**src/rtl/crf_cfg.svh**
```systemverilog
// Constants for the command/reply framer
// Summary of operation
// [RULE_01] Host commands, device only answers each one
// [RULE_02] Reply sent only after execution completes; a bad-sum reply goes out from CHECK with no execution
// [RULE_03] Host waits for full reply first
// [RULE_04] Device never transmits unsolicited data
// [RULE_05] Line driven only while sending reply
// [RULE_06] Core: command, type, bank, value MSB first
// [RULE_07] Serial adds address and checksum: nine bytes
// [RULE_08] Command checksum: 8-bit sum of eight bytes
// [RULE_09] CAN command has no address or checksum
// [RULE_10] Exactly one reply per accepted command
// [RULE_11] Serial reply: raddr, maddr, status, cmd, value, sum
// [RULE_12] Reply checksum: 8-bit sum of others
// [RULE_13] CAN reply drops address and checksum bytes
// [RULE_14] Status 100 ok, 1 bad checksum
// [RULE_15] Foreign-address serial packets get no reply
`ifndef CRF_CFG_SVH
`define CRF_CFG_SVH
// Packet lengths in bytes
`define CRF_SER_CMD_LEN 4'h9
`define CRF_CAN_CMD_LEN 4'h7
`define CRF_SER_REP_LEN 4'h9
`define CRF_CAN_REP_LEN 4'h6
// Byte positions inside a received packet
`define CRF_POS_ADDR 4'h0
`define CRF_POS_SUM 4'h8
`define CRF_SER_BASE 4'h1
`define CRF_CAN_BASE 4'h0
// Status codes
`define CRF_ST_OK 8'h64
`define CRF_ST_BADSUM 8'h01
// Byte width and buffer depth
`define CRF_BYTE_W 8
`define CRF_FIFO_DEPTH 8
`endif

```
**src/rtl/crf_pkg.sv**
```systemverilog
// Types shared by the framer modules
package crf_pkg;
  typedef enum logic [1:0] {
    ST_COLLECT,
    ST_CHECK,
    ST_EXEC,
    ST_REPLY
  } crf_state_t;
endpackage

```
**src/rtl/crf_fifo.sv**
```systemverilog
// Byte FIFO with valid/ready on both sides
`timescale 1ns/1ps
`default_nettype none
module crf_fifo #(
  parameter int WIDTH = 8,
  parameter int DEPTH = 8
) (
  // Clock and reset
  input wire logic mclk,
  input wire logic rst_n,
  // Fill side
  input wire logic in_valid,
  input wire logic [WIDTH-1:0] in_data,
  output logic in_ready,
  // Drain side
  output logic out_valid,
  output logic [WIDTH-1:0] out_data,
  input wire logic out_ready
);
  localparam int AW = $clog2(DEPTH);
  logic [WIDTH-1:0] mem [DEPTH];
  logic [AW:0] wr_ptr_r;
  logic [AW:0] rd_ptr_r;
  logic full;
  logic empty;

  ////////////////////////////////////////////////////////////////////
  // Extra pointer bit separates full from empty
  assign empty = (wr_ptr_r == rd_ptr_r);
  assign full = (wr_ptr_r[AW-1:0] == rd_ptr_r[AW-1:0]) && (wr_ptr_r[AW] != rd_ptr_r[AW]);
  assign in_ready = !full;
  assign out_valid = !empty;
  assign out_data = mem[rd_ptr_r[AW-1:0]];

  // Storage write, no reset needed for data
  always_ff @(posedge mclk) begin
    if (in_valid && in_ready) begin
      mem[wr_ptr_r[AW-1:0]] <= in_data;
    end
  end

  // Pointers
  always_ff @(posedge mclk or negedge rst_n) begin
    if (!rst_n) begin
      wr_ptr_r <= '0;
      rd_ptr_r <= '0;
    end else begin
      if (in_valid && in_ready) begin
        wr_ptr_r <= wr_ptr_r + 1'b1;
      end
      if (out_valid && out_ready) begin
        rd_ptr_r <= rd_ptr_r + 1'b1;
      end
    end
  end

  ////////////////////////////////////////////////////////////////////
  // Checks
  property p_fifo_full_stalls;
    @(posedge mclk) disable iff (!rst_n)
    full |-> !in_ready ##1 (wr_ptr_r == $past(wr_ptr_r));
  endproperty
  a_fifo_full_stalls: assert property (p_fifo_full_stalls) else $error("fifo write while full");
endmodule
`default_nettype wire

```
**src/rtl/crf_framer.sv**
```systemverilog
// Command framer, checker and reply builder
`timescale 1ns/1ps
`default_nettype none
`include "crf_cfg.svh"
module crf_framer #(
  parameter int FIFO_DEPTH = `CRF_FIFO_DEPTH
) (
  // Clock and reset
  input wire logic mclk,
  input wire logic rst_n,
  // Configuration levels
  input wire logic can_mode,
  input wire logic [7:0] module_addr,
  input wire logic [7:0] reply_addr,
  // Received byte stream
  input wire logic rx_valid,
  input wire logic [7:0] rx_data,
  output logic rx_ready,
  // Command to executor
  output logic cmd_valid,
  output logic [7:0] cmd_code,
  output logic [7:0] cmd_type,
  output logic [7:0] cmd_bank,
  output logic [31:0] cmd_value,
  // Executor result
  input wire logic exec_done,
  input wire logic [7:0] exec_status,
  input wire logic [31:0] exec_value,
  // Reply byte stream
  output logic tx_valid,
  output logic [7:0] tx_data,
  input wire logic tx_ready,
  output logic tx_oe_n
);
  crf_pkg::crf_state_t state_r;
  logic fb_valid;
  logic [7:0] fb_data;
  logic fb_ready;
  logic [7:0] pkt_r [9];
  logic [3:0] rx_idx_r;
  logic [3:0] rx_len;
  logic [3:0] base;
  logic [7:0] sum_calc;
  logic addr_ok;
  logic sum_ok;
  logic load_rep;
  logic [7:0] st_sel;
  logic [31:0] val_sel;
  logic [7:0] code_sel;
  logic [7:0] rep_build [9];
  logic [7:0] rep_sum;
  logic [7:0] rep_r [9];
  logic [3:0] tx_left_r;
  logic tx_fire;

  ////////////////////////////////////////////////////////////////////
  // Input buffer; takes up to FIFO_DEPTH bytes while a command is processed, then stalls the sender
  crf_fifo #(
    .WIDTH(`CRF_BYTE_W),
    .DEPTH(FIFO_DEPTH)
  ) u_rx_fifo (
    .mclk(mclk),
    .rst_n(rst_n),
    .in_valid(rx_valid),
    .in_data(rx_data),
    .in_ready(rx_ready),
    .out_valid(fb_valid),
    .out_data(fb_data),
    .out_ready(fb_ready)
  );

  // Bytes drained only while collecting a packet
  assign fb_ready = (state_r == crf_pkg::ST_COLLECT);
  assign rx_len = can_mode ? `CRF_CAN_CMD_LEN : `CRF_SER_CMD_LEN; // RULE_07
  assign base = can_mode ? `CRF_CAN_BASE : `CRF_SER_BASE; // RULE_09

  ////////////////////////////////////////////////////////////////////
  // Packet collection, fixed length per link type
  always_ff @(posedge mclk or negedge rst_n) begin
    if (!rst_n) begin
      rx_idx_r <= 4'h0;
      for (int i = 0; i < 9; i++) begin
        pkt_r[i] <= 8'h00;
      end
    end else if (fb_valid && fb_ready) begin
      pkt_r[rx_idx_r] <= fb_data; // RULE_06
      rx_idx_r <= (rx_idx_r == rx_len - 4'h1) ? 4'h0 : rx_idx_r + 4'h1;
    end
  end

  // Checksum over the eight bytes before the last one
  always_comb begin
    sum_calc = 8'h00;
    for (int i = 0; i < 8; i++) begin
      sum_calc = sum_calc + pkt_r[i]; // RULE_08
    end
  end
  // CAN has its own CRC, so address and sum always pass there
  assign sum_ok = can_mode || (sum_calc == pkt_r[`CRF_POS_SUM]); // RULE_09
  assign addr_ok = can_mode || (pkt_r[`CRF_POS_ADDR] == module_addr); // RULE_15

  ////////////////////////////////////////////////////////////////////
  // Sequencer: collect, check, execute, reply
  always_ff @(posedge mclk or negedge rst_n) begin
    if (!rst_n) begin
      state_r <= crf_pkg::ST_COLLECT;
    end else begin
      case (state_r)
        crf_pkg::ST_COLLECT: begin
          if (fb_valid && rx_idx_r == rx_len - 4'h1) begin
            state_r <= crf_pkg::ST_CHECK;
          end
        end
        crf_pkg::ST_CHECK: begin
          if (!addr_ok) begin
            state_r <= crf_pkg::ST_COLLECT; // RULE_15
          end else if (!sum_ok) begin
            state_r <= crf_pkg::ST_REPLY; // RULE_14
          end else begin
            state_r <= crf_pkg::ST_EXEC; // RULE_01
          end
        end
        crf_pkg::ST_EXEC: begin
          if (exec_done) begin
            state_r <= crf_pkg::ST_REPLY; // RULE_02
          end
        end
        crf_pkg::ST_REPLY: begin
          if (tx_fire && tx_left_r == 4'h1) begin
            state_r <= crf_pkg::ST_COLLECT; // RULE_10
          end
        end
        default: begin
          state_r <= crf_pkg::ST_COLLECT;
        end
      endcase
    end
  end

  // Command fields latched once the packet is complete
  always_ff @(posedge mclk or negedge rst_n) begin
    if (!rst_n) begin
      cmd_code <= 8'h00;
      cmd_type <= 8'h00;
      cmd_bank <= 8'h00;
      cmd_value <= 32'h0000_0000;
    end else if (state_r == crf_pkg::ST_CHECK) begin
      cmd_code <= pkt_r[base];
      cmd_type <= pkt_r[base + 4'h1];
      cmd_bank <= pkt_r[base + 4'h2];
      cmd_value <= {pkt_r[base + 4'h3], pkt_r[base + 4'h4],
                    pkt_r[base + 4'h5], pkt_r[base + 4'h6]}; // RULE_06
    end
  end

  // Held until the executor reports completion
  assign cmd_valid = (state_r == crf_pkg::ST_EXEC); // RULE_02

  ////////////////////////////////////////////////////////////////////
  // Reply assembly
  assign load_rep = (state_r == crf_pkg::ST_CHECK && addr_ok && !sum_ok) ||
                    (state_r == crf_pkg::ST_EXEC && exec_done);
  assign st_sel = (state_r == crf_pkg::ST_CHECK) ? `CRF_ST_BADSUM : exec_status; // RULE_14
  assign val_sel = (state_r == crf_pkg::ST_CHECK) ? 32'h0000_0000 : exec_value;
  // Bad-sum reply is built in CHECK, before the command latch has updated
  assign code_sel = (state_r == crf_pkg::ST_CHECK) ? pkt_r[base] : cmd_code; // RULE_11

  // Serial layout first; CAN layout drops both addresses and the sum
  always_comb begin
    rep_sum = reply_addr + module_addr + st_sel + code_sel +
              val_sel[31:24] + val_sel[23:16] + val_sel[15:8] + val_sel[7:0]; // RULE_12
    if (can_mode) begin
      rep_build = '{st_sel, code_sel, val_sel[31:24], val_sel[23:16],
                    val_sel[15:8], val_sel[7:0], 8'h00, 8'h00, 8'h00}; // RULE_13
    end else begin
      rep_build = '{reply_addr, module_addr, st_sel, code_sel, val_sel[31:24],
                    val_sel[23:16], val_sel[15:8], val_sel[7:0], rep_sum}; // RULE_11
    end
  end

  // Shift register out; head byte is the line data
  assign tx_fire = tx_valid && tx_ready;
  always_ff @(posedge mclk or negedge rst_n) begin
    if (!rst_n) begin
      tx_left_r <= 4'h0;
      for (int i = 0; i < 9; i++) begin
        rep_r[i] <= 8'h00;
      end
    end else if (load_rep) begin
      rep_r <= rep_build;
      tx_left_r <= can_mode ? `CRF_CAN_REP_LEN : `CRF_SER_REP_LEN; // RULE_10
    end else if (tx_fire) begin
      for (int i = 0; i < 8; i++) begin
        rep_r[i] <= rep_r[i + 1];
      end
      rep_r[8] <= 8'h00;
      tx_left_r <= tx_left_r - 4'h1;
    end
  end

  // Transmit only inside a reply; line released otherwise
  assign tx_data = rep_r[0];
  assign tx_valid = (state_r == crf_pkg::ST_REPLY); // RULE_04
  assign tx_oe_n = !(state_r == crf_pkg::ST_REPLY); // RULE_05

  ////////////////////////////////////////////////////////////////////
  // Checks
  logic [3:0] sent_r;
  always_ff @(posedge mclk or negedge rst_n) begin
    if (!rst_n) begin
      sent_r <= 4'h0;
    end else if (state_r != crf_pkg::ST_REPLY) begin
      sent_r <= 4'h0;
    end else if (tx_fire) begin
      sent_r <= sent_r + 4'h1;
    end
  end

  property p_tx_only_reply;
    @(posedge mclk) disable iff (!rst_n)
    tx_valid |-> state_r == crf_pkg::ST_REPLY && $past(state_r) != crf_pkg::ST_COLLECT;
  endproperty
  a_tx_only_reply: assert property (p_tx_only_reply) else $error("unsolicited tx"); // RULE_04

  property p_oe_while_reply;
    @(posedge mclk) disable iff (!rst_n)
    !tx_oe_n |-> tx_valid;
  endproperty
  a_oe_while_reply: assert property (p_oe_while_reply) else $error("line driven idle"); // RULE_05

  property p_reply_after_exec;
    @(posedge mclk) disable iff (!rst_n)
    $rose(tx_valid) |-> $past(exec_done && cmd_valid) || $past(state_r) == crf_pkg::ST_CHECK;
  endproperty
  a_reply_after_exec: assert property (p_reply_after_exec) else $error("early reply"); // RULE_02

  property p_cmd_held;
    @(posedge mclk) disable iff (!rst_n)
    cmd_valid && !exec_done |=> cmd_valid && $stable(cmd_code) && $stable(cmd_value);
  endproperty
  a_cmd_held: assert property (p_cmd_held) else $error("command dropped"); // RULE_02

  property p_foreign_ignored;
    @(posedge mclk) disable iff (!rst_n)
    state_r == crf_pkg::ST_CHECK && !can_mode && pkt_r[`CRF_POS_ADDR] != module_addr
      |=> state_r == crf_pkg::ST_COLLECT ##1 !tx_valid;
  endproperty
  a_foreign_ignored: assert property (p_foreign_ignored) else $error("foreign reply"); // RULE_15

  property p_badsum_status;
    @(posedge mclk) disable iff (!rst_n)
    state_r == crf_pkg::ST_CHECK && !can_mode && pkt_r[`CRF_POS_ADDR] == module_addr &&
      sum_calc != pkt_r[`CRF_POS_SUM] |=> tx_valid ##0 tx_data == reply_addr ##0
      rep_r[2] == `CRF_ST_BADSUM;
  endproperty
  a_badsum_status: assert property (p_badsum_status) else $error("bad sum status"); // RULE_14

  property p_ser_head;
    @(posedge mclk) disable iff (!rst_n)
    $rose(tx_valid) && !can_mode |-> tx_data == reply_addr && rep_r[1] == module_addr &&
      rep_r[8] == rep_r[0] + rep_r[1] + rep_r[2] + rep_r[3] + rep_r[4] + rep_r[5] +
      rep_r[6] + rep_r[7];
  endproperty
  a_ser_head: assert property (p_ser_head) else $error("serial reply layout"); // RULE_11

  property p_can_head;
    @(posedge mclk) disable iff (!rst_n)
    $rose(tx_valid) && can_mode && $past(exec_done) |-> tx_data == $past(exec_status) &&
      rep_r[1] == cmd_code;
  endproperty
  a_can_head: assert property (p_can_head) else $error("can reply layout"); // RULE_13

  property p_reply_length;
    @(posedge mclk) disable iff (!rst_n)
    $fell(tx_valid) |-> $past(sent_r) ==
      (can_mode ? `CRF_CAN_REP_LEN - 4'h1 : `CRF_SER_REP_LEN - 4'h1);
  endproperty
  a_reply_length: assert property (p_reply_length) else $error("reply length"); // RULE_10

  // A good serial packet addressed here always reaches the executor
  property p_sum_exec;
    @(posedge mclk) disable iff (!rst_n)
    state_r == crf_pkg::ST_CHECK && !can_mode && pkt_r[`CRF_POS_ADDR] == module_addr &&
      sum_calc == pkt_r[`CRF_POS_SUM] |=> cmd_valid;
  endproperty
  a_sum_exec: assert property (p_sum_exec) else $error("good sum not run"); // RULE_08

  // Executor completion opens the reply on the very next cycle
  property p_one_reply;
    @(posedge mclk) disable iff (!rst_n)
    cmd_valid && exec_done |=> tx_valid && !tx_oe_n;
  endproperty
  a_one_reply: assert property (p_one_reply) else $error("missing reply"); // RULE_10

  // Slave only: idle never jumps straight into a reply
  property p_slave_only;
    @(posedge mclk) disable iff (!rst_n)
    state_r == crf_pkg::ST_COLLECT |=> !tx_valid;
  endproperty
  a_slave_only: assert property (p_slave_only) else $error("reply without command"); // RULE_01

  c_ok_reply: cover property (@(posedge mclk) disable iff (!rst_n)
    $rose(tx_valid) && !can_mode && rep_r[2] == `CRF_ST_OK);
  c_badsum: cover property (@(posedge mclk) disable iff (!rst_n)
    $rose(tx_valid) && !can_mode && rep_r[2] == `CRF_ST_BADSUM);
  c_ignored: cover property (@(posedge mclk) disable iff (!rst_n)
    state_r == crf_pkg::ST_CHECK && !addr_ok);
  c_can_reply: cover property (@(posedge mclk) disable iff (!rst_n)
    $fell(tx_valid) && can_mode);
endmodule
`default_nettype wire

```
**config.mk**
```make
export PLATFORM = sky130hd
export DESIGN_NAME = crf_framer
export DESIGN_NICKNAME = d
export VERILOG_FILES = /design/src/rtl/crf_pkg.sv /design/src/rtl/crf_fifo.sv /design/src/rtl/crf_framer.sv
export VERILOG_INCLUDE_DIRS = /design/src /design/src/rtl
export SDC_FILE = /design/constraint.sdc
export NUM_CORES = 1
export LEC_CHECK = 0
export BUFFER_PORTS_ARGS = -buffer_cell sky130_fd_sc_hd__buf_4
export CELL_PAD_IN_SITES_DETAIL_PLACEMENT = 0
export CELL_PAD_IN_SITES_GLOBAL_PLACEMENT = 2
export CORE_ASPECT_RATIO = 1.75
export CORE_MARGIN = 10
export CORE_UTILIZATION = 35
export DETAILED_ROUTE_END_ITERATION = 7
export GPL_TIMING_DRIVEN = 0
export PLACE_DENSITY_LB_ADDON = 0.08
export SETUP_SLACK_MARGIN = 0.15
export SLEW_MARGIN = 25
export SYNTH_ARGS = -nofsm -noshare
export SYNTH_HDL_FRONTEND = slang
export SYNTH_SLANG_ARGS = --single-unit
```
**constraint.sdc**
```tcl
create_clock -name mclk -period 5.1 [get_ports mclk]
set_clock_uncertainty 0.15 [all_clocks]
set_input_delay 0.51 -clock mclk [delete_from_list [all_inputs] [get_ports mclk]]
set_output_delay 0.51 -clock mclk [all_outputs]
set_load 0.05 [all_outputs]
```
==> impl_metrics.env, run 1 <==
export IMPL_numCtsBuffers=30
export IMPL_grt_pass1_wl_um=83100
export IMPL_cp_startpoint="pkt_r[18]$_DFFE_PN0P_"
export IMPL_cts_root_buf="clkbuf_16"
export IMPL_crit_end="tx_data[4]$_DFFE_PN0P_"
export IMPL_timing_rr_start="pkt_r[18]$_DFFE_PN0P_"
export IMPL_required_ns=5.41
export IMPL_fin_nets=1772
export IMPL_r2r_cells=18
export IMPL_min_period_ns=5.05
export IMPL_cts_tree="built"
export IMPL_reg2reg_slack_ns=0.05
export IMPL_worstPathArrival_ns=5.36
export IMPL_clk_latency_ns=0.58
export IMPL_core_rowCount=101
export IMPL_post_synth_top_count_cell="dfrtp_1"
export IMPL_grt_overflow_total=0
export IMPL_hp_start="exec_value[13]"
export IMPL_maxSlewViolCount=0
export IMPL_synthTopCellsByArea="dfrtp_1 (36%), edfxtp_1 (13%), fa_1 (10%)"
export IMPL_rr_endpoint="tx_data[4]$_DFFE_PN0P_"
export IMPL_tightestPinTransition_ns=1.11
export IMPL_chipHeight_um=297
export IMPL_ys_ff_latch=282
export IMPL_finalInstanceArea_mm2=0.0194
export IMPL_wl_um=56300
export IMPL_avgSynthCellArea_um2=11.2
export IMPL_setup_worst_path_class="reg -> reg"
export IMPL_start_util_pct=35.4
export IMPL_drt_iter0_markers=710
export IMPL_synth_common_cells="dfrtp_1 (218), nand2_1 (208), o21ai_0 (175)"
export IMPL_worstSetupStartpointType="register"
export IMPL_yosys_warnings=0
export IMPL_min_path_cells=3
export IMPL_clock_fmax_ghz=0.198
export IMPL_syn_to_final_growth_pct=26.5
export IMPL_hold_viol_final=0
export IMPL_maxCapViolations=0
export IMPL_synth_top_family_by_area="adder cells"
export IMPL_grt_setup_unrepaired="true"
export IMPL_placed_cell_area_mm2=0.0172
export IMPL_critical_path_max_stage_delay_ns=0.57
export IMPL_yosys_area_share_xor_xnor_pct=3.70
export IMPL_yosysSeqAreaShare_pct=48.1
export IMPL_worstSetupPathDepth=18
export IMPL_dp_hpwl_um=43000
export IMPL_synthFlopType="dfrtp_1"
export IMPL_critPathTopFamily="adder cells"
export IMPL_portBuffers=136
export IMPL_slowest_stage="fa_1"
export IMPL_timing_critical_path_buf_inv=6
export IMPL_grt_usage_pct=21.2
export IMPL_synth_edf_count=64
export IMPL_worstPathMaxFanout=6
export IMPL_synth_area_leader_cell="dfrtp_1"
export IMPL_synthArstFlopShare_pct=77.3
export IMPL_drive_above_1_share_pct=24.0
export IMPL_core_region_area_mm2=0.0433
export IMPL_vias_per_cell=5.14
export IMPL_dr_pass1_iters=5
export IMPL_drt_drc_violations_left=0
export IMPL_netlist_area_leader_share_pct=35.6
export IMPL_routedWlPerCell_um=25.7
export IMPL_globalplace_congestion=0.895
export IMPL_end_kind="register"
export IMPL_synth_mux_area_fraction_pct=10.7
export IMPL_finalCritPeriodShare_pct=99.0
export IMPL_grt_max_degree=84
export IMPL_io_pins=138
export IMPL_grt_pass1_vias=12400
export IMPL_status="completed"
export IMPL_synth_compound_area_share_pct=11.7
export IMPL_die_w_um=178
export IMPL_synth_adder_area_share_pct=12.1
export IMPL_ys_types=52
export IMPL_slew_headroom_pct=25.7
export IMPL_cts_max_level=1
export IMPL_vias=11300
export IMPL_setup_viol=0
export IMPL_antenna_found_initial=0
export IMPL_hold_path_class="in -> reg"
export IMPL_cts_sinks=282
export IMPL_antenna_cells=0
export IMPL_cpMostUsedCell="fa_1"
export IMPL_clkTransAtPathRegs_ns=0.07
export IMPL_cp_cell_sequence="fa_1, inv_2, fa_1, fa_1, fa_1, inv_2, ha_4, inv_2, fa_2, xnor2_1, nor4_1, nand2_1, buf_6, o41ai_4, buf_6, nand3_4, buf_12, o22a_1"
export IMPL_synthSimpleGateAreaFrac_pct=9.02
export IMPL_syn_inst=1370
export IMPL_clockBufferDepth=3
export IMPL_synth_area_mm2=0.0153
export IMPL_die_area_mm2=0.0529
export IMPL_synth_fp_nets=1542
export IMPL_antenna_left=0
==> layer usage <==
| metal | share of wire (%) | track usage (%) |
|---|---|---|
| met1 | 36 | 22.8 |
| met2 | 55 | 39.8 |
| met3 | 3.5 | 2.60 |
| met4 | 5.2 | 9.91 |
| met5 | 0 | 0 |
==> worst min path at each step <==
stage                                             to  slack (ns)
after global placement       cmd_type[3]$_DFFE_PN0P_        0.32
final                          rep_r[21]$_DFFE_PN0P_        0.06
after detailed placement    cmd_value[5]$_DFFE_PN0P_        0.33
after global routing          state_r[0]$_DFFE_PN0P_        0.05
after floorplan           asynchronous set/reset pin        0.06
after CTS                      rep_r[21]$_DFFE_PN0P_        0.03
==> kinds of logic (layout without fill, tap and decap cells) <==
logic type,Yosys count,after routing
muxes,143,143
xor gates and xnor gates,60,60
and+or+nand+nor,312,312
buffers and inverters,175,427
adders and majority gates,102,102
DFF,282,282
AOI/OAI and AO/OA,296,296
==> cells in the final DEF (no fill, tap or decap), types with 23 or more instances in the layout <==
master / count
clkbuf_1: 47
nand2_1: 207
o21ai_0: 155
buf_4: 180
edfxtp_1: 64
xnor2_1: 27
and2_1: 28
xor2_1: 23
mux2i_1: 109
fa_1: 70
clkbuf_16: 42
inv_1: 77
dfrtp_1: 214
==> per-stage QoR <==
step / TNS, ns / utilization, % / std cells / worst slack [ns] / hold slack [ns]
final: 0 / 44.8 / 2188 / 0.0507 / 0.0602
after global routing: -4.22 / 44.8 / 2188 / -0.120 / 0.0531
after CTS: -0.0245 / 44.3 / 2182 / -0.0126 / 0.0322
after detailed placement: -28.68 / 39.8 / 2080 / -1.71 / 0.325
after global placement: -26.97 / 39.4 / 2072 / -1.72 / 0.318
after floorplan: 0 / - / 1370 / 0.161 / 0.0644
==> worst min-delay path: cells and delay by family <==
family / cells / cell delay, ns
compound gates: 1 / 0.08
buf+inv: 1 / 0.09
simple gates: 1 / 0.07
==> repair_timing <==
action                                  4_1_cts  5_1_grt
cloned                                        3        1
resized for setup                           118       48
setup buffers                                36        5
hold endpoints to repair                    140        0
endpoints found under the setup margin       77       77
pin swaps                                    42       14
hold buffers                                  9        0
==> registers in the layout, indices dropped and copies added (netlist names), 4 cells and up, named ones only <==
name	cells
rep_r	64
u_rx_fifo.mem	64
u_rx_fifo.wr_ptr_r	4
cmd_bank	8
tx_data	8
pkt_r	72
rx_idx_r	4
tx_left_r	4
u_rx_fifo.rd_ptr_r	4
cmd_value	32
cmd_code	8
cmd_type	8
==> layout make-up <==
cell class	count	area, µm²
buffer	91	644
inverter	84	315
multi-input combinational	913	7670
timing repair buffer	198	1660
sequential	282	7380
fill	4188	23900
tap	566	708
clock inverter	17	154
clock buffer	37	858
Power of run 1 is left out: the tool's default activity adds up to more than one toggle a clock period on the data nets, which glitch-free logic cannot reach.
==> inputs of run 2 (changes only) <==
--- a/config.mk
+++ b/config.mk
@@ -14,7 +14,7 @@
 export CORE_UTILIZATION = 35
 export DETAILED_ROUTE_END_ITERATION = 7
 export GPL_TIMING_DRIVEN = 0
-export PLACE_DENSITY_LB_ADDON = 0.08
+export PLACE_DENSITY_LB_ADDON = 0.2
 export SETUP_SLACK_MARGIN = 0.15
 export SLEW_MARGIN = 25
 export SYNTH_ARGS = -nofsm -noshare
==> run 2 against run 1 <==
Effect of this change: the run now ends with setup timing left; hold slack got worse by 0.026 ns; setup slack worse by 0.064 ns; count of clock-buffer cells in the layout down 4; cell count decreased by 0.32%; via count increased by 0.84%; cell area fell by 0.61%; critical path depth down 1; sequential share of layout area up 0.23 points; critical path type unchanged.
==> impl_metrics.env, run 2 (synthesis results as in run 1) <==
export IMPL_die_area_mm2=0.0529
export IMPL_chipHeight_um=297
export IMPL_end_kind="register"
export IMPL_min_period_ns=5.11
export IMPL_tightestPinTransition_ns=1.02
export IMPL_globalplace_congestion=0.892
export IMPL_grt_max_degree=78
export IMPL_required_ns=5.47
export IMPL_wl_um=55000
export IMPL_dp_hpwl_um=41800
export IMPL_drt_iter0_markers=628
export IMPL_worstPathMaxFanout=10
export IMPL_grt_usage_pct=20.8
export IMPL_core_region_area_mm2=0.0433
export IMPL_clkTransAtPathRegs_ns=0.07
export IMPL_core_rowCount=101
export IMPL_syn_to_final_growth_pct=25.8
export IMPL_antenna_found_initial=1
export IMPL_maxSlewViolCount=0
export IMPL_grt_pass1_wl_um=82300
export IMPL_grt_setup_unrepaired="true"
export IMPL_cts_root_buf="clkbuf_16"
export IMPL_antenna_cells=0
export IMPL_final_setup_worst_slack_ns=-0.0136
export IMPL_vias_per_cell=5.20
export IMPL_clock_fmax_ghz=0.196
export IMPL_setup_viol=3
export IMPL_placed_cell_area_mm2=0.0173
export IMPL_vias=11400
export IMPL_antenna_left=0
export IMPL_worstPathArrival_ns=5.49
export IMPL_portBuffers=136
export IMPL_final_common_cell="dfrtp_1"
export IMPL_dr_pass1_iters=5
export IMPL_cts_max_level=1
export IMPL_hold_viol_final=0
export IMPL_setup_worst_path_class="reg -> reg"
export IMPL_cts_sinks=282
export IMPL_hold_path_class="in -> reg"
export IMPL_slew_headroom_pct=31.2
export IMPL_worstSetupStartpointType="register"
export IMPL_io_pins=138
export IMPL_largest_reg_flops=72
export IMPL_finalInstanceArea_mm2=0.0193
export IMPL_die_w_um=178
export IMPL_drive_above_1_share_pct=22.4
export IMPL_top_register="pkt_r"
export IMPL_clk_latency_ns=0.58
export IMPL_drt_drc_violations_left=0
export IMPL_violations="setup timing"
export IMPL_routedWlPerCell_um=25.2
export IMPL_fin_nets=1767
export IMPL_clockBufferDepth=3
export IMPL_finalCritPeriodShare_pct=100
export IMPL_grt_overflow_total=0
export IMPL_fin_setup_tns_ns=-0.0155
export IMPL_start_util_pct=35.4
export IMPL_status="finished with violations"
export IMPL_cts_tree="built"
export IMPL_grt_pass1_vias=12600
export IMPL_numCtsBuffers=29
export IMPL_layout_common_cells="dfrtp_1 (215), nand2_1 (207), buf_4 (172)"
export IMPL_maxCapViolations=0
run 2: cell type report:
class                           count  area [µm²]
Multi-Input combinational cell    913        7590
Clock inverter                     18         230
Buffer                             90         557
Inverter                           84         315
Sequential cell                   282        7380
Timing Repair Buffer              195        1720
Tap cell                          566         708
Fill cell                        4178       24100
Clock buffer                       33         771
run 2: worst paths after layout:
path                                                 from                             to  slack [ns]  depth (start not counted)
worst max-delay path                pkt_r[50]$_DFFE_PN0P_          rep_r[44]$_DFFE_PN0P_       -0.01                         17
worst min-delay path                           rx_data[5]  u_rx_fifo.mem[0][5]$_DFFE_PP_        0.03                          1
worst max register to register      pkt_r[50]$_DFFE_PN0P_          rep_r[44]$_DFFE_PN0P_       -0.01                         17
worst min register to register  cmd_value[27]$_DFFE_PN0P_      cmd_value[27]$_DFFE_PN0P_        0.33                          2
max in group asynchronous                           rst_n          pkt_r[50]$_DFFE_PN0P_        3.57                          3
min in group asynchronous                           rst_n           rep_r[8]$_DFFE_PN0P_        0.39                          2
run 2: worst max-delay path, stage by stage (launching register included):
cell	delay [ns]
dfrtp_2	0.44
fa_1	0.53
inv_2	0.04
fa_1	0.56
fa_1	0.43
fa_1	0.51
inv_2	0.05
ha_4	0.15
inv_2	0.05
fa_1	0.46
xnor2_1	0.15
nor4_1	0.19
nand2_1	0.13
o41a_1	0.45
buf_4	0.17
clkbuf_8	0.17
o21ai_1	0.27
o22a_1	0.19
run 2: layer usage:
layer	global-route usage (%)	routed length, µm	vias to the layer above
met3	2.73	2310	135
met5	0	11	-
met1	22.3	19600	5696
met2	37.8	29400	340
met4	12.1	3730	2
li1	-	-	5177
run 2: timing repair:
item	in CTS	in global routing
setup endpoints to repair	77	77
endpoints found under the hold margin	128	0
resized for setup	96	54
setup buffers	28	5
cloned	6	1
hold buffers	8	0
pin swaps	28	9
run 2: through the flow:
stage / hold WS [ns] / util (%) / instances / setup slack [ns]
after floorplan: 0.0644 / - / 1370 / 0.161
after global placement: 0.318 / 39.4 / 2072 / -1.25
after detailed placement: 0.323 / 39.8 / 2083 / -1.27
after CTS: 0.0101 / 44.0 / 2175 / -0.0313
after global routing: 0.0281 / 44.5 / 2181 / -0.165
final: 0.0341 / 44.5 / 2181 / -0.0136
Power of run 2 is left out for the same reason.
==> inputs of run 3 (changes only) <==
--- a/config.mk
+++ b/config.mk
@@ -6,12 +6,13 @@
 export SDC_FILE = /design/constraint.sdc
 export NUM_CORES = 1
 export LEC_CHECK = 0
+export ABC_AREA = 1
 export BUFFER_PORTS_ARGS = -buffer_cell sky130_fd_sc_hd__buf_4
 export CELL_PAD_IN_SITES_DETAIL_PLACEMENT = 0
 export CELL_PAD_IN_SITES_GLOBAL_PLACEMENT = 2
 export CORE_ASPECT_RATIO = 1.75
 export CORE_MARGIN = 10
-export CORE_UTILIZATION = 35
+export CORE_UTILIZATION = 33
 export DETAILED_ROUTE_END_ITERATION = 7
 export GPL_TIMING_DRIVEN = 0
 export PLACE_DENSITY_LB_ADDON = 0.2
==> run 3 against run 2 <==
Effect of this change: register-to-register slack worse by 0.14 ns; setup slack worse by 0.14 ns; critical path depth grew 6; wire length grew 12%; fmax is 2.7% lower; synthesized area rose by 3.3%; critical path type unchanged; the run still ends with setup timing left; via count rose by 20%; core utilization fell by 0.18 points; count of clock-buffer cells in the layout grew 5; hold slack better by 0.024 ns; largest cell class unchanged; sequential share of layout area fell by 3.3 points.
==> impl_metrics.env, run 3 <==
export IMPL_synth_common_cells="nand2_1 (628), dfrtp_1 (218), o21ai_0 (156)"
export IMPL_hold_viol_final=0
export IMPL_post_synth_top_count_cell="nand2_1"
export IMPL_dr_pass1_iters=5
export IMPL_top_register="pkt_r"
export IMPL_worstPathArrival_ns=5.61
export IMPL_cts_root_buf="clkbuf_16"
export IMPL_grt_overflow_total=0
export IMPL_synthFlopType="dfrtp_1"
export IMPL_grt_pass1_vias=14400
export IMPL_hp_start="rx_valid"
export IMPL_maxSlewViolCount=0
export IMPL_min_path_cells=4
export IMPL_finalCritPeriodShare_pct=103
export IMPL_critical_path_max_stage_delay_ns=0.61
export IMPL_avgSynthCellArea_um2=8.47
export IMPL_status="finished with violations"
export IMPL_drive_above_1_share_pct=25.0
export IMPL_final_setup_worst_slack_ns=-0.154
export IMPL_io_pins=138
export IMPL_numCtsBuffers=30
export IMPL_vias_per_cell=4.98
export IMPL_ys_types=35
export IMPL_ys_ff_latch=282
export IMPL_netlist_area_leader_share_pct=34.5
export IMPL_required_ns=5.45
export IMPL_setup_worst_path_class="reg -> reg"
export IMPL_cts_sinks=282
export IMPL_clk_latency_ns=0.59
export IMPL_routedWlPerCell_um=22.6
export IMPL_clock_fmax_ghz=0.190
export IMPL_core_rowCount=106
export IMPL_setup_viol=64
export IMPL_drt_iter0_markers=739
export IMPL_syn_to_final_growth_pct=33.2
export IMPL_r2r_cells=23
export IMPL_maxCapViolations=0
export IMPL_hold_path_class="in -> reg"
export IMPL_start_util_pct=33.2
export IMPL_globalplace_congestion=0.891
export IMPL_yosys_area_share_xor_xnor_pct=2.38
export IMPL_synthArstFlopShare_pct=77.3
export IMPL_clockBufferDepth=3
export IMPL_reg2reg_slack_ns=-0.15
export IMPL_rr_endpoint="rep_r[7]$_DFFE_PN0P_"
export IMPL_antenna_found_initial=1
export IMPL_synth_compound_area_share_pct=9.75
export IMPL_num_fill_cells=4773
export IMPL_worstPathMaxFanout=9
export IMPL_cp_cell_sequence="inv_2, nand2_4, buf_12, clkbuf_16, buf_16, nand2_8, inv_2, fa_1, fa_1, fa_2, fa_1, ha_4, a21oi_4, nand2_2, nand2_2, nand2_2, a21o_1, or2_4, nand3b_1, nand3_2, nand2_4, nand3_1, nand2_1"
export IMPL_tightestPinTransition_ns=1.06
export IMPL_end_kind="register"
export IMPL_layout_common_cells="nand2_1 (491), dfrtp_1 (209), buf_4 (166)"
export IMPL_die_w_um=186
export IMPL_violations="setup timing"
export IMPL_drt_drc_violations_left=0
export IMPL_syn_inst=1869
export IMPL_synth_mux_area_fraction_pct=0.506
export IMPL_vias=13600
export IMPL_antenna_left=0
export IMPL_min_period_ns=5.25
export IMPL_final_common_cell="nand2_1"
export IMPL_grt_setup_unrepaired="true"
export IMPL_synth_area_mm2=0.0158
export IMPL_synth_adder_area_share_pct=11.8
export IMPL_synth_edf_count=64
export IMPL_grt_max_degree=81
export IMPL_slowest_stage="fa_1"
export IMPL_wl_um=61800
export IMPL_synth_area_leader_cell="dfrtp_1"
export IMPL_antenna_cells=0
export IMPL_hold_path_end="u_rx_fifo.wr_ptr_r[0]$_DFFE_PN0P_"
export IMPL_worstSetupStartpointType="register"
export IMPL_yosys_warnings=0
export IMPL_grt_usage_pct=21.4
export IMPL_synth_fp_nets=2041
export IMPL_grt_pass1_wl_um=91400
export IMPL_instances_no_fill=2733
export IMPL_chipHeight_um=310
export IMPL_place_inst=2602
export IMPL_die_area_mm2=0.0575
export IMPL_clkTransAtPathRegs_ns=0.06
export IMPL_portBuffers=136
export IMPL_synth_top_family_by_area="simple AND/OR/NAND/NOR gates"
export IMPL_largest_reg_flops=72
export IMPL_synthSimpleGateAreaFrac_pct=22.1
export IMPL_synthTopCellsByArea="dfrtp_1 (34%), nand2_1 (15%), edfxtp_1 (12%)"
export IMPL_cts_max_level=1
export IMPL_dp_hpwl_um=45700
export IMPL_fin_nets=2287
export IMPL_cts_tree="built"
export IMPL_yosysSeqAreaShare_pct=46.6
export IMPL_slew_headroom_pct=29.6
export IMPL_core_region_area_mm2=0.0476
run 3: area by class of cell:
cell class / count / area, µm² / share of cell area, %
Clock buffer: 38 / 842 / 3.99
Clock inverter: 18 / 206 / 0.979
Timing Repair Buffer: 214 / 2270 / 10.7
Multi-Input combinational cell: 1331 / 8230 / 39.0
Buffer: 106 / 850 / 4.03
Sequential cell: 282 / 7390 / 35.0
Tap cell: 594 / 743 / 3.52
Inverter: 150 / 568 / 2.69
run 3: cells by family (layout without fill, tap and decap cells):
group,after synthesis,in the layout
AO/OA/AOI/OAI,295,295
XOR/XNOR,43,43
adder cells (fa/ha/maj),102,102
buffers and inverters,256,526
flip-flops,282,282
multiplexers,8,8
AND/OR/NAND/NOR,883,883
run 3: repair_timing:
item | CTS | global route
setup endpoints to repair | 77 | 77
pin swaps | 74 | 77
gates cloned | 17 | 6
hold buffers | 9 | 0
setup buffers | 39 | 4
endpoints found under the hold margin | 229 | 0
gates resized for setup | 238 | 148
run 3: metal layers:
| metal | vias to the layer above | track usage, % | wire, µm |
|---|---|---|---|
| li1 | 6477 | - | - |
| met2 | 366 | 40.4 | 33300 |
| met1 | 6637 | 22.4 | 22000 |
| met5 | - | 0 | 7 |
| met3 | 138 | 2.55 | 2440 |
| met4 | 2 | 11.4 | 4080 |
run 3: worst max-delay path by stage:
| stage | startpoint | endpoint | cells past startpoint |
|---|---|---|---|
| after floorplan | state_r[0]$_DFFE_PN0P_ | rep_r[7]$_DFFE_PN0P_ | 23 |
| after global placement | register | rep_r[7]$_DFFE_PN0P_ | 25 |
| after detailed placement | register | rep_r[7]$_DFFE_PN0P_ | 25 |
| after CTS | register | rep_r[7]$_DFFE_PN0P_ | 25 |
| after global routing | register | rep_r[7]$_DFFE_PN0P_ | 25 |
| final | register | rep_r[7]$_DFFE_PN0P_ | 23 |
run 3: critical path, delay by kind of cell (launching register included):
family / cells / cell delay, ns
flops: 1 / 0.41
fa+ha+maj: 5 / 2.43
buf+inv: 5 / 0.63
simple gates: 11 / 1.22
compound gates: 2 / 0.33
run 3: through the flow:
step / utilization, % / setup slack (ns) / setup TNS [ns] / hold WS (ns) / area [µm²]
6_report: 44.3 / -0.154 / -2.36 / 0.0585 / 21100
5_1_grt: 44.3 / -0.279 / -16.50 / 0.0775 / 21100
4_1_cts: 42.9 / -0.138 / -4.19 / 0.0311 / 20400
3_5_place_dp: 37.2 / -1.73 / -49.48 / 0.183 / 17700
3_3_place_gp: 37.0 / -1.77 / -50.76 / 0.313 / 17600
2_1_floorplan: - / 0.164 / 0 / 0.0644 / 15800
Power of run 3 is left out for the same reason.
